===== config.mk =====
export PLATFORM = sky130hd
export DESIGN_NAME = rpc_region_ctrl
export DESIGN_NICKNAME = d
export VERILOG_FILES = /design/src/include/rpc_pkg.sv /design/src/verilog/rpc_region_ctrl.sv
export SDC_FILE = /design/constraint.sdc
export NUM_CORES = 1
export LEC_CHECK = 0
export BUFFER_PORTS_ARGS = -buffer_cell sky130_fd_sc_hd__buf_2
export CAP_MARGIN = 20
export CORE_MARGIN = 3
export CORE_UTILIZATION = 51
export CTS_BUF_LIST = sky130_fd_sc_hd__clkbuf_8
export CTS_CLUSTER_SIZE = 14
export DETAILED_ROUTE_END_ITERATION = 6
export PLACE_DENSITY = 0.64
export SYNTH_ARGS = -nofsm -noshare
export SYNTH_HDL_FRONTEND = slang
export SYNTH_SLANG_ARGS = --single-unit

===== constraint.sdc =====
create_clock -name clk_i -period 48.2 [get_ports clk_i]
set_input_delay 9.64 -clock clk_i [delete_from_list [all_inputs] [get_ports clk_i]]
set_output_delay 9.64 -clock clk_i [all_outputs]
set_load 0.005 [all_outputs]

===== src/include/rpc_pkg.sv =====
// Register map, field positions and reset values of the region protection control block
package rpc_pkg;
   localparam int unsigned ADDR_W            = 4;
   localparam logic [3:0]  OFS_CTRL          = 4'h0;
   localparam logic [3:0]  OFS_RSEL          = 4'h4;
   localparam logic [3:0]  OFS_RBAR          = 4'h8;
   localparam logic [3:0]  OFS_RASR          = 4'hc;
   localparam logic [3:0]  OFS_REN           = 4'h0;
   localparam logic [3:0]  OFS_IRQ_STAT      = 4'h0;
   // Second page of registers (address bit 4 is decoded; the full 6-bit address is compared)
   localparam logic [5:0]  OFS_ENA_MAP       = 6'h10;
   localparam logic [5:0]  OFS_ISTAT         = 6'h14;
   localparam logic [5:0]  OFS_IMASK         = 6'h18;
   localparam int unsigned CTRL_ENABLE_BIT   = 0;
   localparam int unsigned CTRL_HANDLER_BIT  = 1;
   localparam int unsigned CTRL_PRIVBG_BIT   = 2;
   localparam int unsigned RBAR_VALID_BIT    = 4;
   localparam int unsigned RBAR_REGION_LSB   = 0;
   localparam int unsigned RASR_ENABLE_BIT   = 0;
   localparam int unsigned REGION_N          = 8;
   localparam int unsigned REGION_W          = 8;
   localparam logic [2:0]  CTRL_RESET        = 3'h0;
   localparam logic [7:0]  RSEL_RESET        = 8'h00;
   localparam logic [31:0] RBAR_RESET        = 32'h0000_0000;
   localparam logic [31:0] RASR_RESET        = 32'h0000_0000;
   localparam logic [1:0]  IRQ_RESET         = 2'h0;
   localparam int unsigned IRQ_FAULT_BIT     = 0;
   localparam int unsigned IRQ_BADSEL_BIT    = 1;
endpackage : rpc_pkg


===== src/verilog/rpc_region_ctrl.sv =====
// Control register, region selector and access check of the region protection unit
// How it works
// RULE1: control bit 0 turns checking on
// RULE2: miss with background off faults
// RULE3: privileged miss with background on passes
// RULE4: enabled region beats background region
// RULE5: background bit ignored when checking off
// RULE6: handler bit clear suspends checks in handlers
// RULE7: handler bit set keeps checks in handlers
// RULE8: software keeps handler bit clear when off
// RULE9: unprivileged miss with background on faults
// RULE10: select field picks region 0 to 7
// RULE11: base and attribute access use selection
// RULE12: valid base write loads the selector
// RULE13: software selects region before region access
// RULE14: all control bits reset to zero
module rpc_region_ctrl
   import rpc_pkg::*;
(
   input  wire logic        clk_i,
   input  wire logic        sys_rst_i,
   input  wire logic [5:0]  avs_address_i,
   input  wire logic        avs_read_i,
   input  wire logic        avs_write_i,
   input  wire logic [31:0] avs_writedata_i,
   input  wire logic [3:0]  avs_byteenable_i,
   output logic      [31:0] avs_readdata_o,
   output logic             avs_waitrequest_o,
   output logic      [1:0]  avs_response_o,
   input  wire logic        acc_valid_i,
   input  wire logic        acc_privileged_i,
   input  wire logic        acc_in_escalated_handler_i,
   input  wire logic [7:0]  acc_region_hit_i,
   output logic             acc_fault_o,
   output logic             acc_checked_o,
   output logic             acc_default_map_o,
   output logic             irq_o
);

   typedef enum logic [1:0] {
      RPC_IDLE = 2'b01,
      RPC_RESP = 2'b10
   } rpc_bus_state_t;

   rpc_bus_state_t          state;
   logic [2:0]              ctrl;
   logic [7:0]              region_sel;
   logic [31:0]             rbar_mem [REGION_N];
   logic [31:0]             rasr_mem [REGION_N];
   logic [1:0]              irq_stat;
   logic [1:0]              irq_mask;
   logic [31:0]             rd_data;

   // Bus decode
   wire         req         = (avs_read_i | avs_write_i) && state == RPC_IDLE;
   // Writes land at the edge where waitrequest is seen low, not when taken
   wire         commit      = (avs_read_i | avs_write_i) && state == RPC_RESP;
   wire         wr_req      = commit & avs_write_i;
   wire         full_word   = &avs_byteenable_i;
   wire         sel_ctrl    = avs_address_i == {2'b00, OFS_CTRL};
   wire         sel_rsel    = avs_address_i == {2'b00, OFS_RSEL};
   wire         sel_rbar    = avs_address_i == {2'b00, OFS_RBAR};
   wire         sel_rasr    = avs_address_i == {2'b00, OFS_RASR};
   wire         sel_istat   = avs_address_i == OFS_ISTAT;
   wire         sel_imask   = avs_address_i == OFS_IMASK;
   wire         sel_emap    = avs_address_i == OFS_ENA_MAP;
   wire         mapped      = sel_ctrl | sel_rsel | sel_rbar | sel_rasr
                              | sel_istat | sel_imask | sel_emap;
   wire         sel_in_range = region_sel < 8'(REGION_N);
   wire [2:0]   cur         = region_sel[2:0];
   wire         wr_ok       = wr_req & mapped & full_word;

   wire         wr_ctrl     = wr_ok & sel_ctrl;
   wire         wr_rsel     = wr_ok & sel_rsel;
   wire         rbar_valid  = avs_writedata_i[RBAR_VALID_BIT];
   // A valid base write names its own region, so the old selection may be out of range
   wire         wr_rbar     = wr_ok & sel_rbar & (sel_in_range | rbar_valid);   // see RULE12
   wire         wr_rasr     = wr_ok & sel_rasr & sel_in_range;
   wire [7:0]   rbar_region = {5'h00, avs_writedata_i[RBAR_REGION_LSB +: 3]};
   wire         bad_sel_wr  = wr_ok & ((sel_rbar & ~rbar_valid) | sel_rasr) & ~sel_in_range;

   // Region enables as seen by the checking logic
   logic [7:0]  region_en;
   genvar g;
   generate
      for (g = 0; g < REGION_N; g++) begin : g_en
         assign region_en[g] = rasr_mem[g][RASR_ENABLE_BIT];
      end
   endgenerate

   // Access check
   wire         ena         = ctrl[CTRL_ENABLE_BIT];                        // see RULE1
   wire         hfn         = ctrl[CTRL_HANDLER_BIT];
   wire         privbg      = ena & ctrl[CTRL_PRIVBG_BIT];                  // see RULE5
   wire         suspended   = acc_in_escalated_handler_i & ~hfn;            // see RULE6
   wire         active      = ena & ~suspended;                             // see RULE7
   wire         any_hit     = |(acc_region_hit_i & region_en);              // see RULE4
   wire         bg_pass     = privbg & acc_privileged_i;                    // see RULE3
   wire         miss_fault  = active & ~any_hit & ~bg_pass;                 // see RULE2
   wire         fault_now   = acc_valid_i & miss_fault;                     // see RULE9

   assign acc_checked_o     = active;
   assign acc_fault_o       = fault_now;
   assign acc_default_map_o = acc_valid_i & (~active | (~any_hit & bg_pass));

   // Read mux, unselected or out-of-range regions read as zero
   always_comb begin
      rd_data = 32'h0000_0000;
      if (sel_ctrl)
         rd_data = {29'h0, ctrl};
      else if (sel_rsel)
         rd_data = {24'h0, region_sel};
      else if (sel_rbar && sel_in_range)
         rd_data = rbar_mem[cur];                                           // see RULE11
      else if (sel_rasr && sel_in_range)
         rd_data = rasr_mem[cur];                                           // see RULE11
      else if (sel_istat)
         rd_data = {30'h0, irq_stat};
      else if (sel_imask)
         rd_data = {30'h0, irq_mask};
      else if (sel_emap)
         rd_data = {24'h0, region_en};
   end

   assign avs_waitrequest_o = (avs_read_i | avs_write_i) && state == RPC_IDLE;
   assign irq_o             = |(irq_stat & irq_mask);

   always_ff @(posedge clk_i or posedge sys_rst_i) begin
      if (sys_rst_i) begin
         state          <= RPC_IDLE;
         avs_readdata_o <= 32'h0000_0000;
         avs_response_o <= 2'b00;
      end else begin
         unique case (state)
            RPC_IDLE: begin
               if (req) begin
                  state          <= RPC_RESP;
                  avs_readdata_o <= avs_read_i ? rd_data : 32'h0000_0000;
                  avs_response_o <= mapped ? 2'b00 : 2'b11;
               end
            end
            RPC_RESP: begin
               state <= RPC_IDLE;
            end
         endcase
      end
   end

   always_ff @(posedge clk_i or posedge sys_rst_i) begin
      if (sys_rst_i)
         ctrl <= CTRL_RESET;                                                // see RULE14
      else if (wr_ctrl)
         ctrl <= avs_writedata_i[2:0];                                      // see RULE1
   end

   always_ff @(posedge clk_i or posedge sys_rst_i) begin
      if (sys_rst_i)
         region_sel <= RSEL_RESET;
      else if (wr_rbar && rbar_valid)
         region_sel <= rbar_region;                                         // see RULE12
      else if (wr_rsel)
         region_sel <= avs_writedata_i[REGION_W-1:0];                       // see RULE10
   end

   always_ff @(posedge clk_i or posedge sys_rst_i) begin
      if (sys_rst_i) begin
         for (int i = 0; i < REGION_N; i++) begin
            rbar_mem[i] <= RBAR_RESET;
            rasr_mem[i] <= RASR_RESET;
         end
      end else if (wr_rbar) begin
         if (rbar_valid)
            rbar_mem[rbar_region[2:0]] <= avs_writedata_i;                  // see RULE12
         else
            rbar_mem[cur] <= avs_writedata_i;                               // see RULE11
      end else if (wr_rasr) begin
         rasr_mem[cur] <= avs_writedata_i;                                  // see RULE11
      end
   end

   // Sticky events, set wins over write-one-to-clear
   wire [1:0] irq_set = {bad_sel_wr, fault_now};
   wire [1:0] irq_clr = (wr_ok & sel_istat) ? avs_writedata_i[1:0] : 2'b00;

   always_ff @(posedge clk_i or posedge sys_rst_i) begin
      if (sys_rst_i) begin
         irq_stat <= IRQ_RESET;
         irq_mask <= IRQ_RESET;
      end else begin
         irq_stat <= (irq_stat & ~irq_clr) | irq_set;
         if (wr_ok && sel_imask)
            irq_mask <= avs_writedata_i[1:0];
      end
   end

endmodule : rpc_region_ctrl


==> qor.yml <==
setup_path:
  cp.required_ns: 38.56
  crit_top_cell: "buf_2"
  cpPeakStageDelay_ns: 0.33
  cp_num_buf_inv: 2
  end_kind: "primary output"
  crit_path_top_delay_cell: "nor3_1"
  crit_type: "in -> out"
  cp-startpoint: "acc_region_hit_i[3]"
  critPathTopFamily: "simple AND/OR/NAND/NOR gates"
  critPathArrivalTime_ns: 10.66
  cp-start-kind: "input pin"
  path_cells: "buf_2 -> a22oi_1 -> nand4_1 -> nor3_1 -> buf_2"
  crit_fanout: 2
  r2r-start: "region_sel[7]"
yosys:
  ys_seq_area_share_pct: 54.20
  synth-async-reset-ratio_pct: 100.0
  synth_cell_type_count: 60
  synth_area_um2: 25950
  syn-num-nets: 2014
  synth_area_leaders: "dfrtp_1 (54%), mux2_2 (22%), mux4_2 (3.7%)"
  synth_top_area_share_pct: 54.10
  yosys_most_used_dff: "dfrtp_1"
  yosysWarnings: 0
  synth_edf_count: 0
  synth_common_cells: "dfrtp_1 (561), mux2_2 (514), clkbuf_1 (120)"
  yosys.area.top_type: "dfrtp_1"
  ys_ff_latch: 562
  avgSynthCellArea_um2: 13.26
  syn_inst: 1957
  yosys.cell_count.top_type: "dfrtp_1"
worst_hold_path:
  hold_path.class: "reg -> reg"
  min_from: "rbar_mem[164]"
clock_tree:
  cts_buffers: 94
  cts.sinks: 562
  clkTransAtPathRegs_ns: 0.06
  cts_hold_buf: 0
  cts_max_level: 3
  clk_latency_ns: 0.69
  cts_max_path_buffers: 3
  post_cts_buffers: 0
  cts-resized-gates: 0
  root_buffer: "clkbuf_8"
  cts_tree: "done"
global_route:
  grt_use_met3_pct: 5.199
  grt_pass1_wl_um: 114900
  grtUsageTotal_pct: 28.53
  grt_overflow: 0
  busiest_layer: "met2"
  antenna_found_initial: 2
  grt.met1_usage_pct: 39.79
  met2_usage_pct: 45.21
  grt_pass1_vias: 18074
  grt_max_degree: 168
pwr:
  leakage_nw: 14.22
  finalPower_w: 0.0009251
  pwr_density_cell_nw_per_um2: 32.08
  ir_drop_v: 0.00002646
timing:
  fin_setup_tns_ns: 0
  worst_pin_slew_ns: 1.088
  setup_violations: 0
  rsz0062_at_grt: "false"
  fin_crit_sh_pct: 42.11
  hold_ws_ns: 0.4805
  maxSlewHeadroom_pct: 26.80
  max_freq_mhz: 49.27
  min_period_ns: 20.30
  drv_slew: 0
  hold_viol: 0
  skew_ns: 0.02115
floorplan:
  dieArea_um2: 53630
  ios: 96
  die_w_um: 231.6
  initial_core_util_pct: 51.73
  die_h_um: 231.6
  row_count: 82
  fp.coreArea_um2: 50170
finish:
  synthToLayoutAreaGrowth_pct: 11.12
  nNetsFinal: 2076
  fin_area_um2: 28840
  multi_input_area_um2: 11200
  final_layout_size_suffix_gt1_share_pct: 42.19
  regArea_um2: 14080
  fin_util_pct: 57.48
  fillers: 4089
place:
  port_buffers: 95
  dpl-instance-area_um2: 27000
  dp_hpwl_um: 42320
  place.gp.congestion: 0.8392
route:
  first_pass_iters: 5
  vias: 17568
  wl_um: 75490
  first_iter_violations: 1597
  drc: 0
  viasPerCell: 6.351
  wl_per_cell_um: 27.29
  ant_nets: 0
run:
  cap_violations: 0
status:
  status: "completed"
## placed cells by master, fill, tap and decap left out, types with 43 or more instances in the layout
master,instances
dfrtp_1,558
mux2_2,514
clkbuf_8,115
nand2_1,107
buf_2,95
o22ai_1,67
inv_1,59
o21ai_0,55
nor2_1,48
mux4_2,43
## stage by stage
stage / setup WS, ns / cells
finish: 27.90 / 2766
global route: 27.83 / 2766
CTS: 27.90 / 2764
detailed placement: 27.90 / 2594
global placement: 27.95 / 2594
floorplan: 22.84 / 1957
## layer usage
metal | share of wire [%] | routed length, µm | up-vias
met2 | 47 | 35760 | 601
met5 | 0 | 0 | -
met3 | 6.1 | 4595 | 145
met1 | 43 | 32740 | 9393
li1 | - | - | 7429
met4 | 3.2 | 2397 | 0
## report_power, final
| group | internal (W) | leakage, nW | switching, W | total, W |
|---|---|---|---|---|
| logic | 0.00000876 | 5.30 | 0.0000346 | 0.0000433 |
| clock network | 0.000215 | 1.11 | 0.000192 | 0.000407 |
| registers | 0.000474 | 7.82 | 0.00000124 | 0.000475 |
| total | 0.000697 | 14.2 | 0.000228 | 0.000925 |
## cells by family after synthesis
family,synth area share (%)
flops,54.20
simple gates,4.990
buf+inv,3.115
mux,29.50
compound gates,8.201
## area by class of cell
cell class	count	share of cell area (%)
repair buffers	138	2.924
clock inverters	55	0.7940
flip-flops and latches	562	48.81
diodes	1	0.008678
well taps	672	2.916
clock buffers	115	5.489
multi-input cells	1208	38.84
inverters	15	0.2213
## state kept, by name (all words and copies together), names as in the netlist
| signal | flops |
|---|---|
| ctrl | 3 |
| region_sel | 8 |
| rasr_mem | 256 |
| rbar_mem | 256 |
| state | 2 |
| avs_response_o | 1 |
| avs_readdata_o | 32 |
| irq_mask | 2 |
| irq_stat | 2 |
## worst reg2reg max path, stage by stage, from the launching register on
cell     delay [ns]
dfrtp_1        0.41
or4_1          0.57
or4_1          0.85
nor4_4         0.82
a32o_2         0.30
buf_4          0.55
mux2_2         0.43
## worst paths after layout
kind	to	slack, ns	depth (start not counted)
worst min register to register	rbar_mem[164]	0.48	1
worst min-delay path	rbar_mem[164]	0.48	1
worst max register to register	rbar_mem[118]	44.14	6
max in group asynchronous	region_sel[0]	36.72	4
worst max-delay path	acc_fault_o	27.90	5
min in group asynchronous	rasr_mem[75]	9.10	2
No activity file was read; power rests on OpenSTA's default activity.
